## config.mk

```make
export PLATFORM = sky130hd
export DESIGN_NAME = fts_fan_monitor
export DESIGN_NICKNAME = d
export VERILOG_FILES = /design/src/hw/fts_pkg.sv /design/src/hw/fts_fan_monitor.sv /design/src/hw/fts_pwm.sv /design/src/hw/fts_tach.sv
export SDC_FILE = /design/constraint.sdc
export NUM_CORES = 1
export LEC_CHECK = 0
export ABC_CLOCK_PERIOD_IN_PS = 9460
export BUFFER_PORTS_ARGS = -buffer_cell sky130_fd_sc_hd__buf_2
export CAP_MARGIN = 20
export CORE_MARGIN = 4
export CORE_UTILIZATION = 45
export DETAILED_ROUTE_END_ITERATION = 7
export GPL_TIMING_DRIVEN = 0
export SLEW_MARGIN = 20
export SYNTH_ARGS = -nofsm -noshare
export SYNTH_HDL_FRONTEND = slang
export SYNTH_SLANG_ARGS = --single-unit
```

## constraint.sdc

```tcl
create_clock -name I_CORE_CLK -period 9.46 [get_ports I_CORE_CLK]
set_clock_uncertainty 0.1 [all_clocks]
set_input_delay 0.946 -clock I_CORE_CLK [delete_from_list [all_inputs] [get_ports I_CORE_CLK]]
set_output_delay 0.946 -clock I_CORE_CLK [all_outputs]
set_load 0.02 [all_outputs]
```

## src/hw/fts_pkg.sv

```systemverilog
package fts_pkg;

   // Timing base
   localparam int CLK_HZ = 50_000_000;
   localparam int TCLK_HZ = 90_000;
   // Tach tick divider, rounded down so no tick is ever late
   localparam int TICK_DIV = CLK_HZ / TCLK_HZ;
   localparam int PWM_STEP_TICKS = 4;
   localparam int NFAN = 4;
   localparam int NPWM = 3;

   // Shortest guard time, 88.88 us, rounded up to tach ticks
   localparam longint GUARD_MIN_PS = 88_880_000;
   localparam int GUARD_MIN_TCK =
      int'((GUARD_MIN_PS * TCLK_HZ + 64'd999_999_999_999) / 64'd1_000_000_000_000);
   localparam int GUARD_SEL1_TCK = 16;
   localparam int GUARD_SEL2_TCK = 32;
   localparam int GUARD_MAX_TCK = 63;

   // Register offsets
   localparam logic [7:0] ADDR_READ_BASE = 8'h28;
   localparam logic [7:0] ADDR_DUTY_BASE = 8'h30;
   localparam logic [7:0] ADDR_STATUS = 8'h42;
   localparam logic [7:0] ADDR_LIMIT_BASE = 8'h54;
   localparam logic [7:0] ADDR_ENABLE = 8'h80;
   localparam logic [7:0] ADDR_OPT_BASE = 8'h90;

   // Field positions and reset values
   localparam int STAT_FAN_LSB = 2;
   localparam int EN_GROUP_BIT = 7;
   localparam logic [7:0] ENABLE_RST = 8'h3C;
   localparam logic [15:0] LIMIT_RST = 16'hFFFF;
   localparam logic [7:0] OPT_RST = 8'h00;
   localparam logic [7:0] DUTY_RST = 8'h80;
   localparam logic [15:0] STALL_CODE = 16'hFFFF;
   localparam logic [15:0] SLOW_CODE = 16'hFFFE;
   localparam logic [15:0] LIMIT_OFF = 16'hFFFF;
   localparam int OPT_SLOW_BIT = 0;
   localparam int OPT_EDGE_LSB = 1;
   localparam int OPT_GUARD_LSB = 3;
   localparam int OPT_STR_LSB = 5;

   typedef struct packed {
      logic [2:0] stretch;
      logic [1:0] guard;
      logic [1:0] edges;
      logic slow;
   } fts_opt_type;

   typedef struct packed {
      logic wr;
      logic rd;
      logic [7:0] addr;
      logic [7:0] wdata;
   } fts_reg_req_type;

   function automatic fts_opt_type opt_unpack(input logic [7:0] v);
      fts_opt_type o;
      o.stretch = v[OPT_STR_LSB +: 3];
      o.guard = v[OPT_GUARD_LSB +: 2];
      o.edges = v[OPT_EDGE_LSB +: 2];
      o.slow = v[OPT_SLOW_BIT];
      return o;
   endfunction : opt_unpack

   function automatic logic [3:0] edge_need(input logic [1:0] sel);
      unique case (sel)
         2'h0: return 4'h2;
         2'h1: return 4'h3;
         2'h2: return 4'h5;
         default: return 4'h9;
      endcase
   endfunction : edge_need

   function automatic logic [5:0] guard_tck(input logic [1:0] sel);
      unique case (sel)
         2'h0: return 6'(GUARD_MIN_TCK);
         2'h1: return 6'(GUARD_SEL1_TCK);
         2'h2: return 6'(GUARD_SEL2_TCK);
         default: return 6'(GUARD_MAX_TCK);
      endcase
   endfunction : guard_tck

   // Stretch window in ms, converted to tach ticks
   function automatic logic [16:0] stretch_tck(input logic [2:0] sel);
      int ms;
      unique case (sel)
         3'h1: ms = 50;
         3'h2: ms = 100;
         3'h3: ms = 200;
         3'h4: ms = 400;
         3'h5: ms = 600;
         3'h6: ms = 800;
         3'h7: ms = 950;
         default: ms = 0;
      endcase
      return 17'(ms * (TCLK_HZ / 1000));
   endfunction : stretch_tck

   // Fixed association: third PWM serves the last two fans
   function automatic int pwm_of_fan(input int fan);
      return (fan < NPWM) ? fan : NPWM - 1;
   endfunction : pwm_of_fan

endpackage : fts_pkg

```

## src/hw/fts_fan_monitor.sv

```systemverilog
// Operation
// - Reading above limit sets fan failure bit
// - Stall loads all-ones reading
// - Slow fan loads FFFEh, or all-ones
// - Stalled reading stays at all-ones
// - Restarting fan restarts measurement, stores count
// - Status needs reading over minimum and enable
// - All-ones minimum never sets status
// - Per-fan enables reset to enabled
// - Group enable resets off, gates pin
// - Full duty is 255/256, not constant
// - Shortest guard is eight tach clocks
// - Three edges measure one tach pulse
// - Two edges measure half a pulse
// - Stretch extends window, 50 to 950 ms
// - No fan events while PWM off
// - Counter overflow counts as slow fan
module fts_fan_monitor (
   input wire logic I_CORE_CLK,
   input wire logic I_ARST_N,
   input wire fts_pkg::fts_reg_req_type I_REG,
   input wire logic [3:0] I_TACH,
   output logic [7:0] O_REG_RDATA,
   output logic [2:0] O_PWM,
   output logic O_FAN_INT_N
);
   localparam int NFAN = fts_pkg::NFAN;
   localparam int NPWM = fts_pkg::NPWM;

   logic [9:0] div_r;
   logic tick_r;
   logic [1:0] step_cnt_r;
   logic step_r;
   logic [NFAN-1:0] tach_meta_r;
   logic [NFAN-1:0] tach_sync_r;
   logic [7:0] duty_r [NPWM];
   logic [15:0] limit_r [NFAN];
   logic [7:0] opt_r [NFAN];
   logic [7:0] msb_shadow_r [NFAN];
   logic [7:0] enable_r;
   logic [7:0] status_r;
   logic [15:0] reading [NFAN];
   logic [NFAN-1:0] stretch_req;
   logic [NPWM-1:0] pwm_stretch;
   logic [NPWM-1:0] pwm_out;
   logic [NFAN-1:0] fan_pwm_on;
   logic [NFAN-1:0] fan_set;
   logic [7:0] status_set;
   logic status_rd;
   logic [7:0] rdata_nxt;
   logic int_nxt;

   // Address window test, shared by write decode and read mux
   function automatic logic in_block(input logic [7:0] addr, input logic [7:0] base,
                                     input int n);
      return (addr >= base) && (addr < 8'(base + 8'(n)));
   endfunction : in_block

   function automatic int block_idx(input logic [7:0] addr, input logic [7:0] base);
      return int'(8'(addr - base));
   endfunction : block_idx

   // 90 kHz tach clock as a one-cycle enable
   always_ff @(posedge I_CORE_CLK or negedge I_ARST_N) begin
      if (!I_ARST_N) begin
         div_r <= 10'h000;
         tick_r <= 1'b0;
      end else if (div_r == 10'(fts_pkg::TICK_DIV - 1)) begin
         div_r <= 10'h000;
         tick_r <= 1'b1;
      end else begin
         div_r <= 10'(div_r + 10'h001);
         tick_r <= 1'b0;
      end
   end

   always_ff @(posedge I_CORE_CLK or negedge I_ARST_N) begin
      if (!I_ARST_N) begin
         step_cnt_r <= 2'h0;
         step_r <= 1'b0;
      end else begin
         step_r <= 1'b0;
         if (tick_r) begin
            step_cnt_r <= 2'(step_cnt_r + 2'h1);
            step_r <= (step_cnt_r == 2'(fts_pkg::PWM_STEP_TICKS - 1));
         end
      end
   end

   // Tach pins are asynchronous
   always_ff @(posedge I_CORE_CLK or negedge I_ARST_N) begin
      if (!I_ARST_N) begin
         tach_meta_r <= '0;
         tach_sync_r <= '0;
      end else begin
         tach_meta_r <= I_TACH;
         tach_sync_r <= tach_meta_r;
      end
   end

   genvar g;
   generate
      for (g = 0; g < NFAN; g++) begin : g_fan
         fts_tach u_tach (
            .i_clk(I_CORE_CLK),
            .i_arst_n(I_ARST_N),
            .i_tick(tick_r),
            .i_tach(tach_sync_r[g]),
            .i_pwm_on(pwm_out[fts_pkg::pwm_of_fan(g)]),
            .i_opt(fts_pkg::opt_unpack(opt_r[g])),
            .o_reading(reading[g]),
            .o_stretch_req(stretch_req[g])
         );
         assign fan_pwm_on[g] = pwm_out[fts_pkg::pwm_of_fan(g)];
         assign fan_set[g] = (limit_r[g] != fts_pkg::LIMIT_OFF)
            && (reading[g] > limit_r[g])
            && enable_r[fts_pkg::STAT_FAN_LSB + g]
            && fan_pwm_on[g];
      end
      for (g = 0; g < NPWM; g++) begin : g_pwm
         // PWM stays high until every fan tied to it has measured
         assign pwm_stretch[g] = (g < NPWM - 1) ? stretch_req[g] : |stretch_req[NFAN-1:g];
         fts_pwm u_pwm (
            .i_clk(I_CORE_CLK),
            .i_arst_n(I_ARST_N),
            .i_step(step_r),
            .i_duty(duty_r[g]),
            .i_stretch(pwm_stretch[g]),
            .o_pwm(pwm_out[g])
         );
      end
   endgenerate

   always_ff @(posedge I_CORE_CLK or negedge I_ARST_N) begin
      if (!I_ARST_N) begin
         O_PWM <= '0;
      end else begin
         O_PWM <= pwm_out;
      end
   end

   // Writable registers
   always_ff @(posedge I_CORE_CLK or negedge I_ARST_N) begin
      if (!I_ARST_N) begin
         enable_r <= fts_pkg::ENABLE_RST;
         for (int i = 0; i < NPWM; i++) begin
            duty_r[i] <= fts_pkg::DUTY_RST;
         end
         for (int i = 0; i < NFAN; i++) begin
            limit_r[i] <= fts_pkg::LIMIT_RST;
            opt_r[i] <= fts_pkg::OPT_RST;
         end
      end else if (I_REG.wr) begin
         if (I_REG.addr == fts_pkg::ADDR_ENABLE) begin
            enable_r <= I_REG.wdata;
         end
         if (in_block(I_REG.addr, fts_pkg::ADDR_DUTY_BASE, NPWM)) begin
            duty_r[block_idx(I_REG.addr, fts_pkg::ADDR_DUTY_BASE)] <= I_REG.wdata;
         end
         if (in_block(I_REG.addr, fts_pkg::ADDR_OPT_BASE, NFAN)) begin
            opt_r[block_idx(I_REG.addr, fts_pkg::ADDR_OPT_BASE)] <= I_REG.wdata;
         end
         if (in_block(I_REG.addr, fts_pkg::ADDR_LIMIT_BASE, 2 * NFAN)) begin
            if (I_REG.addr[0]) begin
               limit_r[block_idx(I_REG.addr, fts_pkg::ADDR_LIMIT_BASE) / 2][15:8]
                  <= I_REG.wdata;
            end else begin
               limit_r[block_idx(I_REG.addr, fts_pkg::ADDR_LIMIT_BASE) / 2][7:0]
                  <= I_REG.wdata;
            end
         end
      end
   end

   // Reading the low byte freezes the high byte for the next read
   always_ff @(posedge I_CORE_CLK or negedge I_ARST_N) begin
      if (!I_ARST_N) begin
         for (int i = 0; i < NFAN; i++) begin
            msb_shadow_r[i] <= 8'h00;
         end
      end else if (I_REG.rd && in_block(I_REG.addr, fts_pkg::ADDR_READ_BASE, 2 * NFAN)
                   && !I_REG.addr[0]) begin
         msb_shadow_r[block_idx(I_REG.addr, fts_pkg::ADDR_READ_BASE) / 2] <=
            reading[block_idx(I_REG.addr, fts_pkg::ADDR_READ_BASE) / 2][15:8];
      end
   end

   always_comb begin
      status_set = 8'h00;
      status_set[fts_pkg::STAT_FAN_LSB +: NFAN] = fan_set;
   end

   assign status_rd = I_REG.rd && (I_REG.addr == fts_pkg::ADDR_STATUS);

   // A new event in the read cycle survives the clear
   always_ff @(posedge I_CORE_CLK or negedge I_ARST_N) begin
      if (!I_ARST_N) begin
         status_r <= 8'h00;
      end else if (status_rd) begin
         status_r <= status_set;
      end else begin
         status_r <= status_r | status_set;
      end
   end

   assign int_nxt = enable_r[fts_pkg::EN_GROUP_BIT] && |(status_r & enable_r);

   always_ff @(posedge I_CORE_CLK or negedge I_ARST_N) begin
      if (!I_ARST_N) begin
         O_FAN_INT_N <= 1'b1;
      end else begin
         O_FAN_INT_N <= !int_nxt;
      end
   end

   always_comb begin
      rdata_nxt = 8'h00;
      if (I_REG.addr == fts_pkg::ADDR_STATUS) begin
         rdata_nxt = status_r;
      end else if (I_REG.addr == fts_pkg::ADDR_ENABLE) begin
         rdata_nxt = enable_r;
      end else if (in_block(I_REG.addr, fts_pkg::ADDR_DUTY_BASE, NPWM)) begin
         rdata_nxt = duty_r[block_idx(I_REG.addr, fts_pkg::ADDR_DUTY_BASE)];
      end else if (in_block(I_REG.addr, fts_pkg::ADDR_OPT_BASE, NFAN)) begin
         rdata_nxt = opt_r[block_idx(I_REG.addr, fts_pkg::ADDR_OPT_BASE)];
      end else if (in_block(I_REG.addr, fts_pkg::ADDR_LIMIT_BASE, 2 * NFAN)) begin
         rdata_nxt = I_REG.addr[0] ?
            limit_r[block_idx(I_REG.addr, fts_pkg::ADDR_LIMIT_BASE) / 2][15:8] :
            limit_r[block_idx(I_REG.addr, fts_pkg::ADDR_LIMIT_BASE) / 2][7:0];
      end else if (in_block(I_REG.addr, fts_pkg::ADDR_READ_BASE, 2 * NFAN)) begin
         rdata_nxt = I_REG.addr[0] ?
            msb_shadow_r[block_idx(I_REG.addr, fts_pkg::ADDR_READ_BASE) / 2] :
            reading[block_idx(I_REG.addr, fts_pkg::ADDR_READ_BASE) / 2][7:0];
      end
   end

   always_ff @(posedge I_CORE_CLK or negedge I_ARST_N) begin
      if (!I_ARST_N) begin
         O_REG_RDATA <= 8'h00;
      end else if (I_REG.rd) begin
         O_REG_RDATA <= rdata_nxt;
      end
   end

   generate
      for (g = 0; g < NFAN; g++) begin : g_ast

      end
   endgenerate
endmodule : fts_fan_monitor

```

## src/hw/fts_pwm.sv

```systemverilog
module fts_pwm (
   input wire logic i_clk,
   input wire logic i_arst_n,
   input wire logic i_step,
   input wire logic [7:0] i_duty,
   input wire logic i_stretch,
   output logic o_pwm
);
   logic [7:0] step_r;
   logic [7:0] step_nxt;

   assign step_nxt = 8'(step_r + 8'h01);

   always_ff @(posedge i_clk or negedge i_arst_n) begin
      if (!i_arst_n) begin
         step_r <= 8'h00;
      end else if (i_step) begin
         step_r <= step_nxt;
      end
   end

   // Full duty still drops for one step in 256
   always_ff @(posedge i_clk or negedge i_arst_n) begin
      if (!i_arst_n) begin
         o_pwm <= 1'b0;
      end else if (i_stretch) begin
         o_pwm <= 1'b1;
      end else if (i_step) begin
         o_pwm <= (step_nxt < i_duty);
      end
   end
endmodule : fts_pwm

```

## src/hw/fts_tach.sv

```systemverilog
module fts_tach (
   input wire logic i_clk,
   input wire logic i_arst_n,
   input wire logic i_tick,
   input wire logic i_tach,
   input wire logic i_pwm_on,
   input wire fts_pkg::fts_opt_type i_opt,
   output logic [15:0] o_reading,
   output logic o_stretch_req
);
   typedef enum logic [1:0] {ST_IDLE, ST_GUARD, ST_MEAS} fts_state_type;
   fts_state_type state_r;
   logic [16:0] win_r;
   logic [15:0] cnt_r;
   logic [3:0] edges_r;
   logic tach_d_r;
   logic pwm_d_r;
   logic stalled_r;
   logic tach_edge;
   logic done;
   logic win_end;
   logic [3:0] need;
   logic [16:0] str_tck;
   logic [15:0] fail_code;

   assign tach_edge = i_tach ^ tach_d_r;
   assign need = fts_pkg::edge_need(i_opt.edges);
   assign str_tck = fts_pkg::stretch_tck(i_opt.stretch);
   assign done = tach_edge && (4'(edges_r + 4'h1) == need);
   // Window is on-time after guard, or the stretch period when chosen
   assign win_end = (str_tck == 17'h0_0000) ? !i_pwm_on : (win_r >= str_tck);
   assign fail_code = (edges_r == 4'h0) ? fts_pkg::STALL_CODE :
      (i_opt.slow ? fts_pkg::STALL_CODE : fts_pkg::SLOW_CODE);

   always_ff @(posedge i_clk or negedge i_arst_n) begin
      if (!i_arst_n) begin
         tach_d_r <= 1'b0;
         pwm_d_r <= 1'b0;
      end else begin
         tach_d_r <= i_tach;
         pwm_d_r <= i_pwm_on;
      end
   end

   always_ff @(posedge i_clk or negedge i_arst_n) begin
      if (!i_arst_n) begin
         state_r <= ST_IDLE;
         win_r <= 17'h0_0000;
         cnt_r <= 16'h0000;
         edges_r <= 4'h0;
      end else begin
         unique case (state_r)
            ST_IDLE: begin
               if (i_pwm_on && !pwm_d_r) begin
                  state_r <= ST_GUARD;
                  win_r <= 17'h0_0000;
               end else if (stalled_r && tach_edge && i_pwm_on) begin
                  state_r <= ST_MEAS;
                  win_r <= 17'h0_0000;
                  cnt_r <= 16'h0000;
                  edges_r <= 4'h1;
               end
            end
            ST_GUARD: begin
               if (!i_pwm_on) begin
                  state_r <= ST_IDLE;
               end else if (win_r >= {11'h000, fts_pkg::guard_tck(i_opt.guard)}) begin
                  state_r <= ST_MEAS;
                  win_r <= 17'h0_0000;
                  cnt_r <= 16'h0000;
                  edges_r <= 4'h0;
               end else if (i_tick) begin
                  win_r <= 17'(win_r + 17'h0_0001);
               end
            end
            ST_MEAS: begin
               if (done || win_end || cnt_r == 16'hFFFF) begin
                  state_r <= ST_IDLE;
               end else begin
                  if (tach_edge) begin
                     edges_r <= 4'(edges_r + 4'h1);
                  end
                  if (i_tick) begin
                     win_r <= 17'(win_r + 17'h0_0001);
                     if (edges_r != 4'h0) begin
                        cnt_r <= 16'(cnt_r + 16'h0001);
                     end
                  end
               end
            end
         endcase
      end
   end

   // Only whole counts or fail codes reach the reading
   always_ff @(posedge i_clk or negedge i_arst_n) begin
      if (!i_arst_n) begin
         o_reading <= fts_pkg::STALL_CODE;
         stalled_r <= 1'b0;
      end else if (state_r == ST_MEAS) begin
         if (done) begin
            o_reading <= cnt_r;
            stalled_r <= 1'b0;
         end else if (win_end || cnt_r == 16'hFFFF) begin
            o_reading <= fail_code;
            stalled_r <= (edges_r == 4'h0);
         end
      end
   end

   always_ff @(posedge i_clk or negedge i_arst_n) begin
      if (!i_arst_n) begin
         o_stretch_req <= 1'b0;
      end else begin
         o_stretch_req <= (state_r != ST_IDLE) && (str_tck != 17'h0_0000);
      end
   end
endmodule : fts_tach

```

==> results of run 1 <==
routing by layer:
layer	vias to the layer above	part of all wire	routed length, um
met3	164	0.066	6420
met1	13000	0.46	44400
met5	-	0	0
met4	0	0.033	3160
met2	862	0.44	42800
li1	12500	-	-
cell usage after synthesis, types with 71 or more instances:
| cell type | count | area share |
|---|---|---|
| o21ai_0 | 138 | 0.021 |
| a21oi_1 | 149 | 0.023 |
| mux2_2 | 164 | 0.057 |
| nand3_1 | 95 | 0.015 |
| nand4_1 | 71 | 0.014 |
| nand2_1 | 260 | 0.030 |
| clkbuf_1 | 123 | 0.014 |
| inv_1 | 280 | 0.032 |
| dfrtp_1 | 321 | 0.25 |
| nor2_1 | 201 | 0.023 |
| dfstp_2 | 136 | 0.11 |
| ha_1 | 303 | 0.12 |
flip-flops by register name (all words and copies together), names as in the netlist, 10 cells and up:
name / flops
div_r: 10
g_fan.u_tach.edges_r: 16
limit_r: 64
g_fan.u_tach.o_reading: 64
g_fan.u_tach.win_r: 68
duty_r: 24
g_pwm.u_pwm.step_r: 24
g_fan.u_tach.cnt_r: 64
opt_r: 32
msb_shadow_r: 32
where the power goes:
part | total (mW) | switching [mW] | internal, mW
Combinational | 0.680 | 0.463 | 0.217
Sequential | 2.00 | 0.0216 | 1.98
Clock | 2.07 | 0.867 | 1.21
Total | 4.75 | 1.35 | 3.40
placed cells by master (no fill, tap or decap), types with 29 or more instances in the layout:
master | synthesis | final
mux2_2 | 164 | 164
nor2b_1 | 39 | 39
a21o_1 | 41 | 41
nand4_1 | 71 | 71
mux4_2 | 48 | 48
xnor2_1 | 55 | 55
clkbuf_16 | 0 | 54
nor3_1 | 51 | 50
o41ai_1 | 34 | 34
mux2i_1 | 39 | 39
o211ai_1 | 42 | 42
a21oi_1 | 149 | 149
a31oi_1 | 42 | 42
ha_1 | 303 | 303
nand2_1 | 260 | 260
clkbuf_1 | 123 | 141
fa_1 | 36 | 36
nand3_1 | 95 | 95
buf_2 | 22 | 53
inv_1 | 280 | 280
o21ai_0 | 138 | 138
nor2_1 | 201 | 201
nor4_1 | 37 | 37
o21a_1 | 29 | 29
xor2_1 | 47 | 47
o22a_1 | 37 | 37
dfstp_2 | 136 | 136
and3_1 | 57 | 57
dfrtp_1 | 321 | 321
cells by family after synthesis:
| family | count (synthesis) |
|---|---|
| AO/OA/AOI/OAI | 794 |
| multiplexers | 251 |
| XOR/XNOR | 102 |
| adder cells (fa/ha/maj) | 339 |
| buffers and inverters | 448 |
| AND/OR/NAND/NOR | 962 |
| flip-flops | 457 |
stage by stage:
step | power, mW | setup TNS (ns) | cells
after global placement | 2.70 | -713.93 | 4335
after global routing | 4.97 | 0 | 4439
after CTS | 4.80 | 0 | 4439
final | 4.75 | 0 | 4441
after detailed placement | 2.71 | 0 | 4341
after floorplan | 2.46 | 0 | 3353
area by class of cell:
type	count	area share
antenna	2	0.000140
buffer	163	0.0185
clock buffer	78	0.0417
clock inverter	20	0.00661
inverter	285	0.0299
multi-input combinational	2448	0.536
sequential	457	0.325
tap	950	0.0332
timing repair buffer	38	0.00903
worst min path at each step:
| stage | from | slack, ns | end | depth (start not counted) |
|---|---|---|---|---|
| after global routing | I_ARST_N | 0.17 | div_r[7] | 1 |
| after detailed placement | tach_meta_r[3] | 0.24 | tach_sync_r[3] | 0 |
| after floorplan | tach_meta_r[0] | 0.23 | tach_sync_r[0] | 0 |
| after CTS | I_ARST_N | 0.15 | div_r[8] | 1 |
| final | I_ARST_N | 0.15 | div_r[7] | 1 |
| after global placement | tach_meta_r[1] | 0.24 | tach_sync_r[1] | 0 |
==> impl_metrics.csv, run 1 <==
group,metric,value,unit
layout,areaGrowthSynthToFinish,10.0,%
clock_tree,cts.sinks,457,
layout,final_core_util,0.500,
placement,port_buffers,32,
clock_tree,clockBufferDepth,3,
placement,pre_cts_ws,2.37,ns
logic_synthesis,synth_simple_gate_area_frac,0.148,
worst_setup_path,cp.depth,24,
floorplan,start_util,0.454,
worst_setup_path,r2r-end,"g_fan[1].u_tach.win_r[8]",
pwr,power.density,133,nW/um2
logic_synthesis,synth-xor-area-share,0.0275,
logic_synthesis,synth_seq_cells,457,
worst_setup_path,crit_path_top_delay_cell,"a211oi_1",
worst_setup_path,cp_top_family,"compound AO/OA/AOI/OAI gates",
clock_tree,postCtsSetupBuffers,0,
worst_setup_path,crit_type,"flop to flop",
clock_tree,numCtsBuffers,52,
clock_tree,insertion_delay,0.62,ns
clock_tree,clock-root-buffer,"clkbuf_16",
logic_synthesis,synth_edf_count,0,
grt,antenna_found_initial,1,
logic_synthesis,synth_compound_area_frac,0.173,
placement,hpwlAfterDp,73500,um
grt,grt_pass1_vias,25400,
floorplan,fp-row-count,98,
worst_setup_path,cp-startpoint,"opt_r[23]",
worst_hold_path,hold_path.class,"input pin to async pin",
grt,track_usage,0.247,
worst_setup_path,cp_data_required_time,9.90,ns
clock_tree,cts_resized,0,
floorplan,core_area,71500,um2
layout,fin_nets,3808,
logic_synthesis,synthDistinctLibCells,94,
grt,grt_pass1_wl,151000,um
grt,met2_usage,0.383,
sta,fmax,139,MHz
logic_synthesis,synthFlopType,"dfrtp_1",
sta,tightest_slew,1.09,ns
logic_synthesis,synth_area,32500,um2
logic_synthesis,muxShareOfSynthArea,0.102,
logic_synthesis,ys_warn_count,0,
layout,regArea,11600,um2
route,vias,26500,
logic_synthesis,synth-async-reset-ratio,1.00,
worst_setup_path,timing.rr.start,"opt_r[23]",
logic_synthesis,synthCells,3353,
grt,grt-busiest-layer,"met2",
floorplan,die_w,277,um
sta,slew-limit-headroom,0.267,
worst_setup_path,critPathMaxStageDelay,0.70,ns
clock_tree,cts_tree,"yes",
logic_synthesis,synthAdderAreaFrac,0.139,
worst_setup_path,crit_buf_inv,5,
worst_setup_path,cp_max_fo,10,
sta,min_period_over_period,0.758,
logic_synthesis,synth_top_family_by_area,"compound AO/OA/AOI/OAI gates",
logic_synthesis,avgSynthCellArea,9.69,um2
clock_tree,h-tree-depth,2,
floorplan,dieArea,76600,um2
layout,final_layout_size_suffix_gt1_frac,0.154,
clock_tree,clk_pin_slew,0.06,ns
sta,rsz0062_at_grt,"false",
logic_synthesis,synth-seq-area-share,0.357,
worst_setup_path,cp-end-kind,"flop",
worst_setup_path,worstRegToRegCells,24,
pwr,peakVddDrop,0.156,mV
worst_setup_path,cp_cell_sequence,"clkbuf_1, nor2_1, o21ai_0, inv_1, ha_1, inv_1, fa_1, fa_1, inv_1, ha_1, o21a_1, o31a_1, o31a_1, or2_2, ha_1, a21oi_1, o21ai_0, a2111oi_0, o31a_1, o21a_1, o21ai_1, buf_2, a211oi_1, a22o_1",
worst_setup_path,ff2ff_setup_slack,2.29,ns
sta,final_max_slew_viol_count,0,
grt,grt_max_degree,99,
route,drt-initial-drc-count,2406,
floorplan,io_pins,36,
layout,multi_input_area,19200,um2
placement,place_congestion,0.979,
flow_run,drv_cap,0,
sta,setup_viol,0,
layout,fillCellCount,6667,
sta,min_period,7.17,ns
clock_tree,holdBufCountCts,0,
sta,hold_viol,0,
route,firstDrtPassIters,5,
sta,holdWs,0.154,ns
worst_setup_path,worstPathArrival,7.61,ns
outcome,status,"finished, final reports clean",
route,viasPerCell,5.98,
pwr,p_leak,15.9,nW
worst_setup_path,critPathCapture,"g_fan[1].u_tach.win_r[8]",
grt,use_met3,0.0454,
route,wire_per_inst,21.8,um
route,wl,96700,um
grt,use_met1,0.354,
grt,overflow,0,
sta,fin_ws,2.29,ns
logic_synthesis,synth_nets,3716,
route,route.detailed.drc,0,
layout,fin_area,35800,um2
placement,placed_cell_area,34000,um2
route,ant_nets,0,
floorplan,die_y,277,um
worst_setup_path,start_kind,"flop",
No activity file was read; power rests on OpenSTA's default activity.
==> run 2: changes to the inputs <==
- ABC_CLOCK_PERIOD_IN_PS: 9460 -> 5880
- clock period: 9.46 -> 5.88 ns (I/O delays scaled with it)
==> run 2 against run 1 <==
Cell count rose by 1.7%. First-iteration DRC count fell by 1.7%. Sequential share of layout area fell by 1.5 points. Core utilization rose by 2.5 points. Hold slack improved by 0.091 ns. Non-clock buffer count rose by 76. Total power rose by 67%. Critical path type unchanged. Largest cell class unchanged. Highest routed layer unchanged.
==> impl_metrics.csv, run 2 (synthesized netlist as in run 1, its figures left out) <==
group,metric,value,unit
grt,use_met3,0.0452,
layout,largest_reg_flops,68,
worst_hold_path,holdPathEnd,"limit_r[13]",
sta,setup_viol,0,
floorplan,io_pins,36,
route,vias,27000,
placement,place_congestion,0.979,
layout,fin_area,37500,um2
layout,final_layout_size_suffix_gt1_frac,0.219,
worst_setup_path,start_kind,"flop",
route,viasPerCell,5.97,
layout,final_cell_mix,"dfrtp_1 (315), ha_1 (273), inv_1 (271)",
grt,grt_pass1_wl,152000,um
grt,overflow,0,
worst_setup_path,r2r-end,"g_fan[1].u_tach.cnt_r[4]",
grt,track_usage,0.250,
sta,tightest_slew,1.08,ns
grt,use_met1,0.356,
layout,areaGrowthSynthToFinish,15.5,%
sta,fmax,174,MHz
grt,grt_max_degree,99,
worst_hold_path,hold_path_depth,2,
worst_hold_path,min_from,"I_REG[5]",
floorplan,dieArea,76600,um2
flow_run,drv_cap,0,
clock_tree,clk_pin_slew,0.07,ns
worst_setup_path,timing.rr.start,"opt_r[23]",
worst_setup_path,ff2ff_setup_slack,0.14,ns
grt,antenna_found_initial,1,
clock_tree,h-tree-depth,2,
pwr,power.density,211,nW/um2
placement,hpwlAfterDp,73500,um
placement,placed_cell_area,34000,um2
floorplan,start_util,0.454,
layout,largest-register,"g_fan.u_tach.win_r",
worst_hold_path,hold_path.class,"input pin to flop",
worst_setup_path,worstPathArrival,6.12,ns
sta,min_period,5.74,ns
placement,dp_cells,4341,
route,drt-initial-drc-count,2365,
clock_tree,cts_tree,"yes",
pwr,p_leak,16.5,nW
layout,mostFrequentLayoutCell,"dfrtp_1",
clock_tree,clock-root-buffer,"clkbuf_16",
grt,grt_pass1_vias,25800,
sta,slew-limit-headroom,0.270,
clock_tree,numCtsBuffers,52,
grt,met2_usage,0.388,
worst_setup_path,worstRegToRegCells,27,
route,wire_per_inst,21.9,um
layout,fin_nets,3884,
route,ant_nets,0,
placement,port_buffers,32,
worst_setup_path,cp_max_fo,7,
clock_tree,insertion_delay,0.63,ns
pwr,peakVddDrop,0.265,mV
floorplan,die_w,277,um
sta,rsz0062_at_grt,"true",
layout,fin_cells,4516,
clock_tree,cts.sinks,457,
grt,grt-busiest-layer,"met2",
sta,min_period_over_period,0.977,
floorplan,fp-row-count,98,
floorplan,die_y,277,um
sta,final_max_slew_viol_count,0,
route,route.detailed.drc,0,
sta,fin_setup_tns,0,ns
worst_setup_path,crit_type,"flop to flop",
worst_setup_path,cp_data_required_time,6.25,ns
sta,hold_viol,0,
floorplan,core_area,71500,um2
worst_setup_path,cp-end-kind,"flop",
clock_tree,clockBufferDepth,3,
outcome,status,"finished, final reports clean",
route,wl,98900,um
route,firstDrtPassIters,6,
-- run 2: cell types whose count changed in the layout (fill, tap and decap cells not counted), sizes merged --
cell and delta:
inv -1, dlygate4sd3 +5, clkbuf -12, diode -1, buf +83, clkinvlp +1
-- run 2: final cells by class --
class                      count  area (um2)
inverter                     285        1080
multi-input combinational   2448       20100
clock buffer                  78        1490
sequential                   457       11600
antenna                        1        2.50
buffer                       160         873
clock inverter                20         236
timing repair buffer         117         960
tap                          950        1190
fill                        6472       34000
-- run 2: report_power, final --
| part | internal (mW) | switching [mW] | total (mW) |
|---|---|---|---|
| Clock | 1.94 | 1.40 | 3.34 |
| Combinational | 0.539 | 0.829 | 1.37 |
| Sequential | 3.19 | 0.0349 | 3.22 |
| Total | 5.66 | 2.26 | 7.92 |
-- run 2: timing repair --
action	in CTS	in global routing
setup endpoints to repair	221	213
buffers inserted	36	34
pin swaps	36	74
hold buffers	5	0
gates cloned	1	3
gates resized for setup	139	147
endpoints found under the hold margin	54	0
-- run 2: worst max-delay path by stage --
stage | cells past startpoint | end | startpoint
2_1_floorplan | 23 | g_fan[1].u_tach.win_r[16] | opt_r[22]
3_3_place_gp | 1 | g_fan[3].u_tach.cnt_r[14] | I_ARST_N
3_5_place_dp | 24 | g_fan[1].u_tach.win_r[8] | opt_r[23]
4_1_cts | 25 | g_fan[0].u_tach.win_r[12] | opt_r[31]
5_1_grt | 27 | g_fan[1].u_tach.cnt_r[4] | opt_r[23]
6_report | 27 | g_fan[1].u_tach.cnt_r[4] | opt_r[23]
-- run 2: stage by stage --
| step | total power [mW] | setup WS [ns] | utilization | hold WS, ns |
|---|---|---|---|---|
| after floorplan | 3.96 | 0.120 | - | 0.192 |
| after global placement | 4.34 | -5.50 | 0.473 | 0.237 |
| after detailed placement | 4.36 | -1.21 | 0.476 | 0.239 |
| after CTS | 7.90 | -0.0190 | 0.511 | 0.221 |
| after global routing | 8.27 | -0.0815 | 0.525 | 0.230 |
| final | 7.92 | 0.136 | 0.525 | 0.245 |
-- run 2: critical path, stage by stage (launching register included) --
cell and delay, ns:
dfrtp_2 0.47, buf_6 0.15, xnor2_4 0.13, nor2b_2 0.06
buf_4 0.13, ha_4 0.26, inv_2 0.03, fa_1 0.49
fa_1 0.56, inv_2 0.05, ha_4 0.20, o21a_1 0.17
o31a_1 0.12, o31a_1 0.30, o21ai_1 0.14, nor2b_4 0.17
xnor2_2 0.06, ha_1 0.31, a21o_1 0.18, a21o_1 0.16
a21oi_2 0.15, o31a_1 0.17, o21a_4 0.17, o211ai_1 0.10
buf_4 0.22, buf_8 0.13, o211ai_1 0.28, o311ai_4 0.15
-- run 2: layer usage --
layer	wire (um)	part of all wire
met3	6680	0.068
met5	0	0
met2	44100	0.45
met4	3360	0.034
met1	44700	0.45
